### src/osc_ctl_pkg.sv
// Package for the oscillator control block: register offset, fields, reset value,
// unlock codes and failure-detection timing.
// Assumes an 8-bit register port on a 12-bit register-file address.
package osc_ctl_pkg;
   localparam logic [11:0] OSC_CTL_ADDR = 12'hF86;
   localparam logic [7:0] OSC_CTL_RESET = 8'hA0;
   localparam logic [7:0] UNLOCK_FIRST = 8'hE7;
   localparam logic [7:0] UNLOCK_SECOND = 8'h18;
   localparam int INT_EN_BIT = 7;
   localparam int XTL_EN_BIT = 6;
   localparam int WDT_EN_BIT = 5;
   localparam int SYS_FD_BIT = 4;
   localparam int WDT_FD_BIT = 3;
   localparam int SEL_LSB = 0;
   localparam int SEL_W = 3;
   // Source-select codes
   localparam logic [2:0] SRC_INTERNAL = 3'h0;
   localparam logic [2:0] SRC_CRYSTAL = 3'h1;
   localparam logic [2:0] SRC_WATCHDOG = 3'h3;
   // Watchdog oscillator failure window, counted in system clocks
   localparam int WDT_FAIL_CYCLES = 64;
   localparam int FAIL_CNT_W = 8;
   typedef enum logic [1:0] {LK_LOCKED, LK_HALF, LK_OPEN} lock_state_t;
endpackage : osc_ctl_pkg

### src/oscillator_control_lock.sv
// Oscillator control register with two-byte unlock, oscillator gating,
// failure detection and system clock source selection.
// Assumes software on clk_in; oscillator-good inputs come from other domains.
//
// Overview of operation
// - Register accepts a write only after E7 then 18 written to it.
// - After a successful write the register locks again.
// - Bit 7 runs or stops the internal precision oscillator.
// - Bit 6 enables crystal oscillator, overriding GPIO control of two pins.
// - Bit 5 runs or stops the watchdog timer oscillator.
// - Bit 4 enables failure detection and recovery of the system clock source.
// - Low three-bit field selects the oscillator driving the system clock.
// - No detection and no working source stops the device until power-on reset.
// - Watchdog oscillator failure time is counted in system clocks.
//
// The implementer's own choice: the strobed register port.
`timescale 1ns/1ps
`default_nettype none
module oscillator_control_lock (
   input wire logic clk_in,
   input wire logic rst_n_in,
   input wire logic [11:0] addr_in,
   input wire logic [7:0] wdata_in,
   input wire logic wr_in,
   input wire logic rd_in,
   output logic [7:0] rdata_out,
   input wire logic int_osc_good_in,
   input wire logic xtal_osc_good_in,
   input wire logic wdt_osc_tick_in,
   output logic internal_osc_enable_out,
   output logic crystal_osc_enable_out,
   output logic watchdog_osc_enable_out,
   output logic port_a_pin_zero_xtal_out,
   output logic port_a_pin_one_xtal_out,
   output logic [osc_ctl_pkg::SEL_W-1:0] sysclk_source_out,
   output logic sysclk_fail_out,
   output logic watchdog_osc_fail_out,
   output logic device_halt_out
);
   import osc_ctl_pkg::*;

   logic [7:0] ctl_q;
   lock_state_t lock_q;
   logic hit;
   logic reg_wr;
   logic [2:0] int_s_q, xtl_s_q, wdt_s_q;
   logic wdt_prev_q;
   logic [FAIL_CNT_W-1:0] wdt_cnt_q;
   logic wdt_fail_q, sys_fail_q, halt_q;
   logic [7:0] rdata_q;
   logic src_good;

   assign hit = addr_in == OSC_CTL_ADDR;
   assign reg_wr = wr_in && hit && lock_q == LK_OPEN;

   // ----------------------------------------------------------------
   // Unlock sequencer
   // ----------------------------------------------------------------
   always_ff @(posedge clk_in) begin
      if (!rst_n_in) begin
         lock_q <= LK_LOCKED;
      end else if (wr_in && hit) begin
         case (lock_q)
            LK_LOCKED: lock_q <= (wdata_in == UNLOCK_FIRST) ? LK_HALF : LK_LOCKED;
            LK_HALF: lock_q <= (wdata_in == UNLOCK_SECOND) ? LK_OPEN : LK_LOCKED;
            LK_OPEN: lock_q <= LK_LOCKED;
            default: lock_q <= LK_LOCKED;
         endcase
      end
   end

   // ----------------------------------------------------------------
   // Control register
   // ----------------------------------------------------------------
   always_ff @(posedge clk_in) begin
      if (!rst_n_in) begin
         ctl_q <= OSC_CTL_RESET;
      end else if (reg_wr) begin
         ctl_q <= wdata_in;
      end else if (sys_fail_q && ctl_q[SYS_FD_BIT] && ctl_q[SEL_W-1:0] != SRC_INTERNAL) begin
         // Recovery: fall back to the internal oscillator
         ctl_q[INT_EN_BIT] <= 1'b1;
         ctl_q[SEL_W-1:0] <= SRC_INTERNAL;
      end
   end

   always_ff @(posedge clk_in) begin
      if (!rst_n_in) begin
         rdata_q <= 8'h00;
      end else begin
         rdata_q <= (rd_in && hit) ? ctl_q : 8'h00;
      end
   end
   assign rdata_out = rdata_q;

   assign internal_osc_enable_out = ctl_q[INT_EN_BIT];
   assign crystal_osc_enable_out = ctl_q[XTL_EN_BIT];
   assign port_a_pin_zero_xtal_out = ctl_q[XTL_EN_BIT];
   assign port_a_pin_one_xtal_out = ctl_q[XTL_EN_BIT];
   assign watchdog_osc_enable_out = ctl_q[WDT_EN_BIT];
   assign sysclk_source_out = ctl_q[SEL_LSB +: SEL_W];

   // ----------------------------------------------------------------
   // Input synchronisers
   // ----------------------------------------------------------------
   always_ff @(posedge clk_in) begin
      if (!rst_n_in) begin
         // Internal oscillator assumed running out of reset; avoids a false stop
         int_s_q <= 3'h7;
         xtl_s_q <= 3'h0;
         wdt_s_q <= 3'h0;
         wdt_prev_q <= 1'b0;
      end else begin
         int_s_q <= {int_s_q[1:0], int_osc_good_in};
         xtl_s_q <= {xtl_s_q[1:0], xtal_osc_good_in};
         wdt_s_q <= {wdt_s_q[1:0], wdt_osc_tick_in};
         if (wdt_s_q[2] == wdt_s_q[1]) begin
            wdt_prev_q <= wdt_s_q[2];
         end
      end
   end

   // ----------------------------------------------------------------
   // Failure detection
   // ----------------------------------------------------------------
   always_ff @(posedge clk_in) begin
      if (!rst_n_in) begin
         wdt_cnt_q <= '0;
         wdt_fail_q <= 1'b0;
      end else if (!ctl_q[WDT_FD_BIT] || !ctl_q[WDT_EN_BIT]) begin
         wdt_cnt_q <= '0;
         wdt_fail_q <= 1'b0;
      end else if (wdt_s_q[2] == wdt_s_q[1] && wdt_s_q[2] != wdt_prev_q) begin
         wdt_cnt_q <= '0;
         wdt_fail_q <= 1'b0;
      end else if (wdt_cnt_q == FAIL_CNT_W'(WDT_FAIL_CYCLES - 1)) begin
         wdt_fail_q <= 1'b1;
      end else begin
         wdt_cnt_q <= wdt_cnt_q + 1'b1;
      end
   end

   always_comb begin
      case (ctl_q[SEL_W-1:0])
         SRC_INTERNAL: src_good = ctl_q[INT_EN_BIT] && int_s_q[2] && int_s_q[1];
         SRC_CRYSTAL: src_good = ctl_q[XTL_EN_BIT] && xtl_s_q[2] && xtl_s_q[1];
         SRC_WATCHDOG: src_good = ctl_q[WDT_EN_BIT] && !wdt_fail_q;
         default: src_good = 1'b0;
      endcase
   end

   always_ff @(posedge clk_in) begin
      if (!rst_n_in) begin
         sys_fail_q <= 1'b0;
      end else begin
         sys_fail_q <= ctl_q[SYS_FD_BIT] && !src_good;
      end
   end

   // Sticky stop: only reset brings the device back
   always_ff @(posedge clk_in) begin
      if (!rst_n_in) begin
         halt_q <= 1'b0;
      end else if (!ctl_q[SYS_FD_BIT] && !src_good) begin
         halt_q <= 1'b1;
      end
   end

   assign sysclk_fail_out = sys_fail_q;
   assign watchdog_osc_fail_out = wdt_fail_q;
   assign device_halt_out = halt_q;

   // ----------------------------------------------------------------
   // Assertions
   // ----------------------------------------------------------------
   a_locked_no_write: assert property (@(posedge clk_in) disable iff (!rst_n_in)
      (wr_in && hit && lock_q != LK_OPEN && !(sys_fail_q && ctl_q[SYS_FD_BIT]))
      |=> ctl_q == $past(ctl_q)) else $error("write landed while locked");
   a_relock_after_write: assert property (@(posedge clk_in) disable iff (!rst_n_in)
      reg_wr |=> lock_q == LK_LOCKED && ctl_q == $past(wdata_in))
      else $error("no relock or bad store");
   a_bad_second_byte: assert property (@(posedge clk_in) disable iff (!rst_n_in)
      (wr_in && hit && lock_q == LK_HALF && wdata_in != UNLOCK_SECOND)
      |=> lock_q == LK_LOCKED) else $error("bad key opened lock");
   a_int_osc_enable: assert property (@(posedge clk_in) disable iff (!rst_n_in)
      reg_wr |=> internal_osc_enable_out == $past(wdata_in[INT_EN_BIT]))
      else $error("internal enable wrong");
   a_xtal_pin_override: assert property (@(posedge clk_in) disable iff (!rst_n_in)
      reg_wr |=> crystal_osc_enable_out == $past(wdata_in[XTL_EN_BIT])
      && port_a_pin_zero_xtal_out == crystal_osc_enable_out
      && port_a_pin_one_xtal_out == crystal_osc_enable_out)
      else $error("crystal pins not claimed");
   a_wdt_osc_enable: assert property (@(posedge clk_in) disable iff (!rst_n_in)
      reg_wr |=> watchdog_osc_enable_out == $past(wdata_in[WDT_EN_BIT]))
      else $error("watchdog enable wrong");
   a_sys_fail_gated: assert property (@(posedge clk_in) disable iff (!rst_n_in)
      sys_fail_q |-> $past(ctl_q[SYS_FD_BIT])) else $error("fail without detect");
   a_source_select: assert property (@(posedge clk_in) disable iff (!rst_n_in)
      reg_wr |=> sysclk_source_out == $past(wdata_in[2:0])) else $error("select lost");
   a_halt_sticky: assert property (@(posedge clk_in) disable iff (!rst_n_in)
      halt_q |=> halt_q) else $error("halt released without reset");
   a_wdt_fail_time: assert property (@(posedge clk_in) disable iff (!rst_n_in)
      $rose(wdt_fail_q) |-> $past(ctl_q[WDT_FD_BIT])
      && wdt_cnt_q == FAIL_CNT_W'(WDT_FAIL_CYCLES - 1))
      else $error("watchdog fail timing wrong");
   a_wdt_detect_off: assert property (@(posedge clk_in) disable iff (!rst_n_in)
      !ctl_q[WDT_FD_BIT] |=> !wdt_fail_q) else $error("watchdog detect not gated");
endmodule : oscillator_control_lock
`default_nettype wire

### config.mk
export PLATFORM = sky130hd
export DESIGN_NAME = oscillator_control_lock
export DESIGN_NICKNAME = d
export VERILOG_FILES = /design/src/osc_ctl_pkg.sv /design/src/oscillator_control_lock.sv
export SDC_FILE = /design/constraint.sdc
export NUM_CORES = 1
export LEC_CHECK = 0
export BUFFER_PORTS_ARGS = -buffer_cell sky130_fd_sc_hd__buf_2
export CAP_MARGIN = 10
export CORE_MARGIN = 2
export CORE_UTILIZATION = 45
export CTS_CLUSTER_SIZE = 14
export DETAILED_ROUTE_END_ITERATION = 6
export MAX_ROUTING_LAYER = met4
export PLACE_DENSITY = 0.78
export SLEW_MARGIN = 0
export SYNTH_ARGS = -nofsm -noshare
export SYNTH_HDL_FRONTEND = slang
export SYNTH_SLANG_ARGS = --single-unit
export TNS_END_PERCENT = 1
### constraint.sdc
create_clock -name clk_in -period 1.9 [get_ports clk_in]
set_clock_uncertainty 0.05 [all_clocks]
set_input_delay 0.38 -clock clk_in [delete_from_list [all_inputs] [get_ports clk_in]]
set_output_delay 0.38 -clock clk_in [all_outputs]
set_load 0.02 [all_outputs]
# Word-level counts from Yosys, hierarchy flattened
# Index checks and enable logic that the tools add are counted.
[word_totals]
reg_bits = 39
in_bits = 27
output_inout_bits = 19
wordCells = 57
[op_classes]
n_addsub = 1
n_eq_ne = 10
n_mux = 8
n_bitwise = 1
n_reduce_logical = 25
[ops]
columns = ["op", "n"]
rows = [
  ["1-bit logical AND", 13],
  ["12-bit equality test, second input constant", 1],
  ["8-bit by 1-bit adder with 8-bit output, second input constant", 1],
  ["8-bit by 5-bit equality test with 1-bit output, second input constant", 1],
  ["8-bit by 6-bit equality test with 1-bit output, second input constant", 1],
  ["8-bit equality test, second input constant", 1],
  ["3-bit two-way mux", 2],
  ["1-bit logical NOT", 5],
  ["2-bit one-hot mux with 2 select lines", 1],
  ["3-bit by 1-bit equality test with 1-bit output, second input constant", 1],
  ["3-bit by 2-bit equality test with 1-bit output, second input constant", 1],
  ["3-bit logical NOT", 1],
  ["1-bit two-way mux", 3],
  ["1-bit one-hot mux with 3 select lines", 1],
  ["3-bit nonzero test", 1],
  ["3-bit OR reduction", 1],
  ["2-bit by 1-bit equality test with 1-bit output, second input constant", 1],
  ["2-bit equality test, second input constant", 1],
  ["2-bit logical NOT", 1],
  ["2-bit two-way mux", 1],
  ["2-bit AND reduction", 1],
  ["2-bit nonzero test", 1],
  ["1-bit equality test", 1],
  ["1-bit logical OR", 1],
  ["other kinds (2)", 2],
]

# Longest topological paths before layout
# Gate-level depths: netlist of run 1.
[logic_depth]
ltp_word = 5
depth_mapped = 5
ltp_nobuf = 4

# Worst setup path before layout of run 1
# Ideal clock, no wire load.
[synth_timing]
path_type = "input to register"
from = "input port addr_in[3]"
to = "register ctl_q[0]"
setup_time_ns = 0.072
arrival_ns = 1.715
required_time_ns = 1.778
slack_ns = 0.063
cell_stages = 3
path_buffers = 0
cell_sequence = "or4b_4 nor4_4 mux2i_1"
[synth_between]
elab_chain_len = 4
word_cells_on_any_way = 5
classes_between = "eq/ne (1); mux (1); reduce/logical (3)"
[synth_lines]
columns = ["element", "line_no", "text"]
rows = [
  ["start, declared", "oscillator_control_lock.sv:22", "input wire logic [11:0] addr_in,"],
  ["12-bit equality test (*)", "oscillator_control_lock.sv:53", "assign hit = addr_in == OSC_CTL_ADDR;"],
  ["1-bit logical AND (*) (2 in series)", "oscillator_control_lock.sv:54", "assign reg_wr = wr_in && hit && lock_q == LK_OPEN;"],
  ["3-bit two-way mux / 2-bit nonzero test (equally long branches)", "--", ""],
  ["end signal, assigned", "oscillator_control_lock.sv:79", "ctl_q <= wdata_in;"],
  ["end, declared", "oscillator_control_lock.sv:42", "logic [7:0] ctl_q;"],
]
# Every way passes the cells marked *; elsewhere a longest branch is shown, timed or not.
# A chain may end at the register's enable or synchronous reset.

# Final worst setup path of run 1
[layout_timing]
from = "input port addr_in[3]"
to = "register lock_q[0]"
[layout_between]
elab_chain_len = 2
[layout_lines]
columns = ["element", "line_no", "text"]
rows = [
  ["12-bit equality test", "oscillator_control_lock.sv:53", ""],
  ["1-bit logical AND", "oscillator_control_lock.sv:62", "end else if (wr_in && hit) begin"],
  ["end signal, assigned", "oscillator_control_lock.sv:64", "LK_LOCKED: lock_q <= (wdata_in == UNLOCK_FIRST) ? LK_HALF : LK_LOCKED;"],
  ["end signal, assigned", "oscillator_control_lock.sv:65", "LK_HALF: lock_q <= (wdata_in == UNLOCK_SECOND) ? LK_OPEN : LK_LOCKED;"],
  ["end, declared", "oscillator_control_lock.sv:43", "lock_state_t lock_q;"],
]
# Every way passes these cells.

==> run_results.csv, run 1 <==
group,metric,value,unit
status,status,"finished clean",
sta,slew_viol_final,0,
detailed_routing,vias_per_cell,5.066,
die,core_area,3337,µm²
cells_and_area,fin_area,1924,µm²
clocking,htreeDepth,2,
worst_setup_path,crit_path_max_fanout,3,
detailed_routing,wl_met2,1350,µm
worst_setup_path,startpoint_type,"primary input",
power,peakVddDrop,0.3524,mV
placed_design,dpl_cell_area,1838,µm²
sta,setup_tns,0,ns
logic_synthesis,avgSynthCellArea,9.626,µm²
clocking,cts_resized,0,
worst_setup_path,crit_slowest_cell,"or4b_4",
sta,worstMarginPinSlew,0.6070,ns
logic_synthesis,synth_most_common_cell,"dfxtp_1",
die,initial_core_util,0.4702,
clocking,cts_hold_buf,0,
detailed_routing,drt-pass1-iter-count,4,
sta,timing.final.crit_share,0.8092,
detailed_routing,wl_per_cell,11.66,µm
power,p_total,1477,µW
cells_and_area,diodes,0,
die,die_w,63.05,µm
worst_setup_path,r2r_cells,4,
power,powerDensity,767.5,nW/µm²
placed_design,place.gp.congestion,0.7857,
die,die_area,3975,µm²
die,die_y,63.05,µm
clocking,post_cts_buffers,0,
logic_synthesis,ys_types,37,
detailed_routing,post-route-drc-count,0,
logic_synthesis,synth_top_cell_by_area,"dfxtp_1",
grt,grt_pass1_vias,1239,
logic_synthesis,ys.flop_type,"dfxtp_1",
sta,finalSetupViolations,0,
detailed_routing,wl_met1,1385,µm
cells_and_area,area_growth,22.65,%
cells_and_area,seq_area,780.7,µm²
logic_synthesis,synth_cells,163,
die,io-pin-count,46,
worst_setup_path,setup.worst_path.class,"in2reg",
clocking,clock_latency,0.36,ns
power,p_leak,0.0008341,µW
detailed_routing,wl_met3,170,µm
die,rows,21,
logic_synthesis,ys_ff_latch,39,
grt,grt_max_degree,17,
flow_run,maxCapViolCount,0,
clocking,cts_num_sinks,39,
worst_setup_path,crit_path_end_kind,"register",
cells_and_area,instances_no_fill,256,
logic_synthesis,synth_top_cell_area_share,0.4976,
hold_path,hold_path_class,"in2reg",
cells_and_area,multi_input_comb_area,716.9,µm²
logic_synthesis,syn_nets,191,
sta,fmax,0.6504,GHz
hold_path,whs_path_depth,2,
clocking,cts_made_buffers,5,
clocking,clk_pin_slew,0.11,ns
placed_design,dp_hpwl,2225,µm
clocking,cts_max_path_buffers,2,
logic_synthesis,synth_edf_count,0,
placed_design,dpl.cell_count,248,
logic_synthesis,synth_area_leaders,"dfxtp_1 50%, and2_1 6.8%, mux2i_1 6.4%, nand2_1 3.8%, nand3_1 2.6%",
sta,relSlewSlack,0.5849,
cells_and_area,drive_above_1_share,0.2857,
logic_synthesis,ys_seq_area_frac,0.4976,
logic_synthesis,yosysWarnings,0,
detailed_routing,wl,2984,µm
detailed_routing,antenna_left,0,
grt,antenna_found_initial,0,
detailed_routing,vias,1297,
clocking,cts_tree,"yes",
cells_and_area,num-fill-cells,330,
worst_setup_path,crit_arrival,1.73,ns
logic_synthesis,synth_common_cells,"39 x dfxtp_1, 17 x and2_1, 16 x nand2_1",
clocking,root_buffer,"clkbuf_4",
detailed_routing,drtIter0Drc,82,
sta,hold_ws,0.1534,ns
worst_setup_path,required,2.09,ns
worst_setup_path,slowest_delay,0.55,ns
grt,grt_pass1_wl,5313,µm
sta,min_period,1.537,ns
sta,final_hold_viol_count,0,
sta,grt_setup_unrepaired,"false",
grt,grt_usage,0.1759,
cells_and_area,fin_nets,237,
grt,grt_overflow,0,
logic_synthesis,ys_async_sr_fraction,0,
detailed_routing,routed.top_layer,"met4",
logic_synthesis,synthesis.area,1569,µm²
placed_design,port_buffers,45,
worst_setup_path,path_cells,"buf_2, or4b_4, or4_1, mux2i_1",
flip-flops by register name, summed over array words and instances, names as in the netlist:
register	cells
wdt_s_q	3
int_s_q	3
lock_q	2
sysclk_fail_out	1
device_halt_out	1
wdt_prev_q	1
xtl_s_q	3
watchdog_osc_fail_out	1
rdata_out	8
wdt_cnt_q	8
ctl_q	8
cell usage in the layout, fill, tap and decap left out, drive strengths merged, types with 2 or more instances in the layout:
cell	instances
buf	49
dfxtp	39
and2	17
nand2	16
mux2i	10
nand3	8
a21oi	7
nor2	6
clkbuf	6
nor4	5
inv	4
nand2b	4
nand4b	3
o21ai	3
nand4	3
nor3	3
and3	2
a21o	2
a311oi	2
a211oi	2
nor4bb	2
layout make-up:
type	count	area share
repair buffers	49	0.1391
multi-input cells	110	0.3726
well taps	46	0.02991
clock buffers	6	0.02666
clock inverters	2	0.01821
flip-flops and latches	39	0.4057
inverters	4	0.007802
kinds of logic (layout without fill, tap and decap cells):
family                     count (synthesis)  count (layout)  share of synthesized area
and+or+nand+nor                           77              77                     0.2911
DFF                                       39              39                     0.4976
AOI/OAI and AO/OA                         22              22                    0.09410
buffers and inverters                     14              61                    0.04546
muxes                                     10              10                    0.06380
adders and majority gates                  1               1                   0.007973
routing by layer:
metal / vias up / global-route usage
li1: 670 / -
met2: 38 / 0.2646
met4: 0 / 0.1000
met3: 8 / 0.04464
met5: - / -
met1: 581 / 0.2144
stage by stage:
stage / setup WS [ns] / utilization
2_1_floorplan: 0.06322 / -
3_3_place_gp: 0.02198 / 0.5508
3_5_place_dp: -0.01623 / 0.5508
4_1_cts: 0.3661 / 0.5767
5_1_grt: 0.2260 / 0.5767
6_report: 0.3626 / 0.5767
worst max-delay path, delay by kind of cell:
kind,cells,cell delay (ns)
simple gates,2,1.10
buf+inv,1,0.10
mux,1,0.15
report_power, final:
group | switching [µW] | internal (µW) | total (µW)
combinational | 33.1 | 34.5 | 67.6
sequential | 3.92 | 827 | 831
clock | 268 | 311 | 579
worst paths after layout:
kind / slack [ns] / from / to
max: 0.36 / addr_in[3] / lock_q[0]
min: 0.15 / int_osc_good_in / int_s_q[0]
max reg2reg: 0.40 / wdt_cnt_q[0] / wdt_cnt_q[5]
min reg2reg: 0.37 / int_s_q[0] / int_s_q[1]
Power figures use the tool's default switching activity.
==> run 2, diff against run 1 <==
--- a/config.mk
+++ b/config.mk
@@ -8,11 +8,11 @@
 export BUFFER_PORTS_ARGS = -buffer_cell sky130_fd_sc_hd__buf_2
 export CAP_MARGIN = 10
 export CORE_MARGIN = 2
-export CORE_UTILIZATION = 45
+export CORE_UTILIZATION = 50
 export CTS_CLUSTER_SIZE = 14
 export DETAILED_ROUTE_END_ITERATION = 6
 export MAX_ROUTING_LAYER = met4
-export PLACE_DENSITY = 0.78
+export PLACE_DENSITY = 0.82
 export SLEW_MARGIN = 0
 export SYNTH_ARGS = -nofsm -noshare
 export SYNTH_HDL_FRONTEND = slang
==> constraint.sdc (replaced) <==
create_clock -name clk_in -period 1.5 [get_ports clk_in]
set_clock_uncertainty 0.05 [all_clocks]
set_input_delay 0.3 -clock clk_in [delete_from_list [all_inputs] [get_ports clk_in]]
set_output_delay 0.3 -clock clk_in [all_outputs]
set_load 0.02 [all_outputs]
==> run_results.csv, run 2 (synthesized netlist as in run 1, its figures left out) <==
group,metric,value,unit
sta,finalSetupViolations,0,
cells_and_area,fin_nets,243,
grt,grt_pass1_wl,5326,µm
die,die_y,60.02,µm
sta,relSlewSlack,0.7279,
placed_design,place.gp.congestion,0.7926,
die,initial_core_util,0.5182,
grt,grt_pass1_vias,1211,
cells_and_area,layout_commonest_cell,"buf_2",
cells_and_area,area_growth,23.68,%
worst_setup_path,path_cells,"buf_4, buf_2",
detailed_routing,vias,1339,
worst_setup_path,slowest_delay,0.43,ns
detailed_routing,drt-pass1-iter-count,4,
die,rows,20,
grt,grt_max_degree,18,
sta,worstMarginPinSlew,0.4073,ns
hold_path,min_to,"int_s_q[0]",
clocking,clock_latency,0.33,ns
clocking,cts_num_sinks,39,
worst_setup_path,crit_path_end_kind,"output pin",
sta,grt_setup_unrepaired,"true",
placed_design,dpl.cell_count,252,
worst_setup_path,r2r_setup_slack,0.12,ns
sta,slew_viol_final,0,
cells_and_area,drive_above_1_share,0.3148,
clocking,cts_tree,"yes",
die,die_area,3602,µm²
clocking,cts_max_path_buffers,2,
grt,grt_usage,0.2071,
sta,fmax,0.6944,GHz
hold_path,hold_path_class,"in2reg",
worst_setup_path,startpoint_type,"register",
worst_setup_path,required,1.15,ns
worst_setup_path,r2r_cells,4,
clocking,root_buffer,"clkbuf_4",
cells_and_area,diodes,0,
detailed_routing,antenna_left,0,
cells_and_area,fin_util,0.6409,
worst_setup_path,crit_arrival,1.09,ns
worst_setup_path,reg2reg_from,"wdt_cnt_q[0]",
cells_and_area,num-fill-cells,245,
clocking,htreeDepth,2,
clocking,cts_hold_buf,0,
die,core_area,3028,µm²
grt,antenna_found_initial,0,
sta,timing.final.crit_share,0.9601,
hold_path,min_from,"int_osc_good_in",
detailed_routing,wl,3126,µm
die,die_w,60.02,µm
worst_setup_path,worst_r2r_endpoint,"wdt_cnt_q[5]",
cells_and_area,final_cell_mix,"45 x buf_2, 39 x dfxtp_1, 17 x and2_1, 16 x nand2_1",
placed_design,port_buffers,45,
sta,min_period,1.440,ns
detailed_routing,wl_per_cell,12.02,µm
grt,grt_overflow,0,
clocking,post_cts_buffers,0,
power,peakVddDrop,0.6320,mV
clocking,cts_made_buffers,5,
status,status,"finished clean",
die,io-pin-count,46,
worst_setup_path,crit_start,"ctl_q[1]",
placed_design,dp_hpwl,2348,µm
clocking,cts_resized,0,
detailed_routing,drtIter0Drc,69,
clocking,clk_pin_slew,0.10,ns
power,powerDensity,840.3,nW/µm²
power,p_leak,0.0008453,µW
worst_setup_path,setup.worst_path.class,"reg2out",
cells_and_area,instances_no_fill,260,
hold_path,whs_path_depth,2,
sta,final_hold_viol_count,0,
detailed_routing,vias_per_cell,5.150,
worst_setup_path,crit_slowest_cell,"dfxtp_1",
flow_run,maxCapViolCount,0,
detailed_routing,post-route-drc-count,0,
worst_setup_path,crit_path_max_fanout,5,
[run 2: per-layer routing]
| metal | vias up | wire [µm] | track usage |
|---|---|---|---|
| met3 | 5 | 152 | 0.06277 |
| met4 | 0 | 53 | 0.09841 |
| met1 | 613 | 1464 | 0.2493 |
| met5 | - | 0 | - |
| li1 | 689 | - | - |
| met2 | 32 | 1456 | 0.3152 |
[run 2: area by class of cell]
class,count,area [µm²],area share
clock buffer,7,45.04,0.02321
clock inverter,1,5.005,0.002579
tap,44,55.05,0.02837
sequential,39,780.7,0.4023
multi-input combinational,110,739.5,0.3810
timing repair buffer,55,300.3,0.1547
inverter,4,15.01,0.007737
[run 2: per-stage QoR]
stage / total power (µW) / hold slack [ns] / TNS, ns / instance area (µm²) / setup WS, ns
3_3_place_gp: 1161 / 0.3465 / -2.886 / 1878 / -0.2718
4_1_cts: 1651 / 0.08311 / 0 / 1928 / 0.008819
2_1_floorplan: 1114 / 0.3363 / -1.810 / 1579 / -0.1523
6_report: 1631 / 0.09523 / 0 / 1941 / 0.05991
5_1_grt: 1706 / 0.09261 / 0 / 1941 / 0.0004412
3_5_place_dp: 1165 / 0.3446 / -3.409 / 1878 / -0.2772
[run 2: how the worst max path moves through the flow]
stage,endpoint,slack (ns),depth (start not counted)
floorplan,ctl_q[0],-0.15,3
global placement,lock_q[1],-0.27,4
detailed placement,lock_q[0],-0.28,4
CTS,device_halt_out,0.009,3
global route,sysclk_source_out[1],0.0004,2
finish,sysclk_source_out[1],0.06,2
[run 2: power by group]
part | internal [µW] | total (µW) | leakage, µW | switching (µW)
combinational | 45.4 | 89.8 | 0.000500 | 44.4
sequential | 1050 | 1050 | 0.000316 | 4.72
clock | 183 | 489 | 0.0000293 | 307
total | 1280 | 1630 | 0.000845 | 356
[run 2: worst max-delay path, delay by kind of cell (launching register included)]
family / cells / cell delay [ns]
flops: 1 / 0.43
buf+inv: 2 / 0.33
==> run 3, diff against run 2 <==
--- a/config.mk
+++ b/config.mk
@@ -5,6 +5,7 @@
 export SDC_FILE = /design/constraint.sdc
 export NUM_CORES = 1
 export LEC_CHECK = 0
+export ABC_AREA = 1
 export BUFFER_PORTS_ARGS = -buffer_cell sky130_fd_sc_hd__buf_2
 export CAP_MARGIN = 10
 export CORE_MARGIN = 2
@@ -12,7 +13,7 @@
 export CTS_CLUSTER_SIZE = 14
 export DETAILED_ROUTE_END_ITERATION = 6
 export MAX_ROUTING_LAYER = met4
-export PLACE_DENSITY = 0.82
+export PLACE_DENSITY = 0.81
 export SLEW_MARGIN = 0
 export SYNTH_ARGS = -nofsm -noshare
 export SYNTH_HDL_FRONTEND = slang
==> run_results.csv, run 3 <==
group,metric,value,unit
clocking,clk_pin_slew,0.11,ns
placed_design,dp_hpwl,2359,µm
worst_setup_path,r2r_cells,6,
grt,grt_pass1_wl,4885,µm
worst_setup_path,crit_arrival,1.53,ns
detailed_routing,vias,1419,
detailed_routing,routed.top_layer,"met4",
detailed_routing,wl_met3,217,µm
die,core_area,3053,µm²
detailed_routing,antenna_left,0,
detailed_routing,wl,3073,µm
power,powerDensity,868.8,nW/µm²
worst_setup_path,setup.worst_path.class,"reg2reg",
status,status,"finished clean",
grt,grt_pass1_vias,1243,
logic_synthesis,ys_ff_latch,39,
clocking,htreeDepth,2,
detailed_routing,wl_per_cell,10.21,µm
cells_and_area,diodes,0,
sta,finalSetupViolations,0,
clocking,cts_tree,"yes",
worst_setup_path,crit_path_end_kind,"register",
logic_synthesis,synth_common_cells,"39 x dfxtp_1, 34 x nand2_1, 31 x inv_1, 31 x nor2_1, 17 x nand3_1",
clocking,cts_max_path_buffers,2,
detailed_routing,drt-pass1-iter-count,4,
power,netSwitchingPower,358.9,µW
logic_synthesis,synth_top_cell_by_area,"dfxtp_1",
power,clkPwrFrac,0.316,
sta,timing.final.crit_share,0.8950,
sta,final_hold_viol_count,0,
grt,grt_overflow,0,
logic_synthesis,syn_nets,236,
logic_synthesis,ys.flop_type,"dfxtp_1",
placed_design,place.gp.congestion,0.9102,
cells_and_area,fin_nets,285,
logic_synthesis,synth_top_cell_area_share,0.4856,
hold_path,whs_path_depth,2,
die,rows,20,
sta,slew_viol_final,0,
sta,setup_tns,0,ns
die,die_y,60.71,µm
sta,grt_setup_unrepaired,"false",
logic_synthesis,yosysWarnings,0,
hold_path,hold_path_class,"in2reg",
placed_design,port_buffers,45,
detailed_routing,drtIter0Drc,50,
worst_setup_path,startpoint_type,"register",
power,netSwitchingFraction,0.2154,
logic_synthesis,synth_edf_count,0,
detailed_routing,post-route-drc-count,0,
worst_setup_path,crit_path_max_fanout,5,
die,initial_core_util,0.5266,
power,p_leak,0.0009512,µW
cells_and_area,layout_commonest_cell,"buf_2",
grt,grt_usage,0.1862,
detailed_routing,wl_met1,1350,µm
die,die_w,60.71,µm
logic_synthesis,ys_types,28,
logic_synthesis,synthesis.area,1608,µm²
cells_and_area,drive_above_1_share,0.2763,
sta,worstMarginPinSlew,0.3626,ns
logic_synthesis,ys_seq_area_frac,0.4856,
cells_and_area,final_cell_mix,"45 x buf_2, 38 x dfxtp_1, 34 x nand2_1, 31 x inv_1, 31 x nor2_1",
sta,hold_ws,0.08691,ns
logic_synthesis,synth_cells,208,
clocking,clock_latency,0.34,ns
cells_and_area,instances_no_fill,301,
logic_synthesis,synth_area_leaders,"dfxtp_1 49%, nand2_1 7.9%, inv_1 7.2%, nor2_1 7.2%, nand3_1 5.3%",
grt,grt_max_degree,12,
placed_design,dpl.cell_count,293,
power,cell_internal_pwr,1308,µW
grt,antenna_found_initial,0,
sta,relSlewSlack,0.7575,
detailed_routing,vias_per_cell,4.714,
clocking,cts_num_sinks,39,
sta,min_period,1.342,ns
die,die_area,3685,µm²
logic_synthesis,avgSynthCellArea,7.730,µm²
power,pwr-share-seq,0.630,
power,pwr-share-comb,0.053,
power,peakVddDrop,0.4689,mV
detailed_routing,wl_met2,1459,µm
sta,fmax,0.7449,GHz
die,io-pin-count,46,
clocking,cts_made_buffers,5,
clocking,root_buffer,"clkbuf_4",
cells_and_area,area_growth,19.30,%
flow_run,maxCapViolCount,0,
logic_synthesis,synth_most_common_cell,"dfxtp_1",
logic_synthesis,ys_async_sr_fraction,0,
worst_setup_path,required,1.69,ns
[run 3: cell types whose count changed after synthesis, sizes merged, moves of 5 or more]
cell / previous run / this run
o21ai: 3 / 8
nand3: 8 / 17
nand2: 16 / 35
and2: 17 / 1
nor2: 6 / 36
mux2i: 10 / 0
inv: 4 / 33
[run 3: routing by layer]
metal | up-vias | track usage
met4 | 0 | 0.08075
met1 | 605 | 0.2146
met5 | - | -
met3 | 6 | 0.06610
li1 | 751 | -
met2 | 57 | 0.2919
[run 3: logic make-up after synthesis]
logic type	share of synthesized area
flip-flops	0.4856
buffers and inverters	0.1160
AND/OR/NAND/NOR	0.3074
adder cells (fa/ha/maj)	0.007781
XOR/XNOR	0.01635
AO/OA/AOI/OAI	0.06693
[run 3: area by class of cell]
class / count / area, µm²
flip-flops and latches: 39 / 782.0
clock buffers: 6 / 51.30
well taps: 44 / 55.05
fillers: 288 / 1135
inverters: 33 / 123.9
multi-input cells: 130 / 653.1
clock inverters: 1 / 5.005
repair buffers: 48 / 247.7
[run 3: timing repair]
item / CTS / global route
hold buffers: 0 / 0
setup endpoints to repair: 0 / 6
setup buffers: 0 / 0
resized for setup: 0 / 3
[run 3: worst paths after layout]
check	start	end	slack, ns
worst max-delay path	wdt_cnt_q[1]	wdt_cnt_q[0]	0.16
worst min-delay path	int_osc_good_in	int_s_q[0]	0.09
worst max register to register	wdt_cnt_q[1]	wdt_cnt_q[0]	0.16
worst min register to register	wdt_s_q[0]	wdt_s_q[1]	0.37
[run 3: through the flow]
| step | cell area, µm² | power, µW | utilization | setup WS, ns |
|---|---|---|---|---|
| after floorplan | 1608 | 1111 | - | 0.2137 |
| after global placement | 1848 | 1162 | 0.6053 | 0.1445 |
| after detailed placement | 1848 | 1164 | 0.6053 | 0.07713 |
| after CTS | 1904 | 1681 | 0.6238 | 0.05860 |
| after global routing | 1918 | 1746 | 0.6283 | 0.008031 |
| final | 1918 | 1667 | 0.6283 | 0.1575 |
[run 3: critical path, cell delays in order (launching register included)]
cell and delay (ns):
dfxtp_1 0.37, ha_1 0.21, nand2_2 0.11, nor3_4 0.19, nand2_2 0.12, o21ai_0 0.16, a21oi_1 0.05
[run 3: power groups by stage]
stage | clock network (µW) | logic [µW] | registers, µW
floorplan | 0 | 35.1 | 1080
global placement | 0 | 87.7 | 1070
detailed placement | 0 | 89.2 | 1070
CTS | 540 | 89.5 | 1050
global route | 592 | 102 | 1050
finish | 527 | 88.5 | 1050
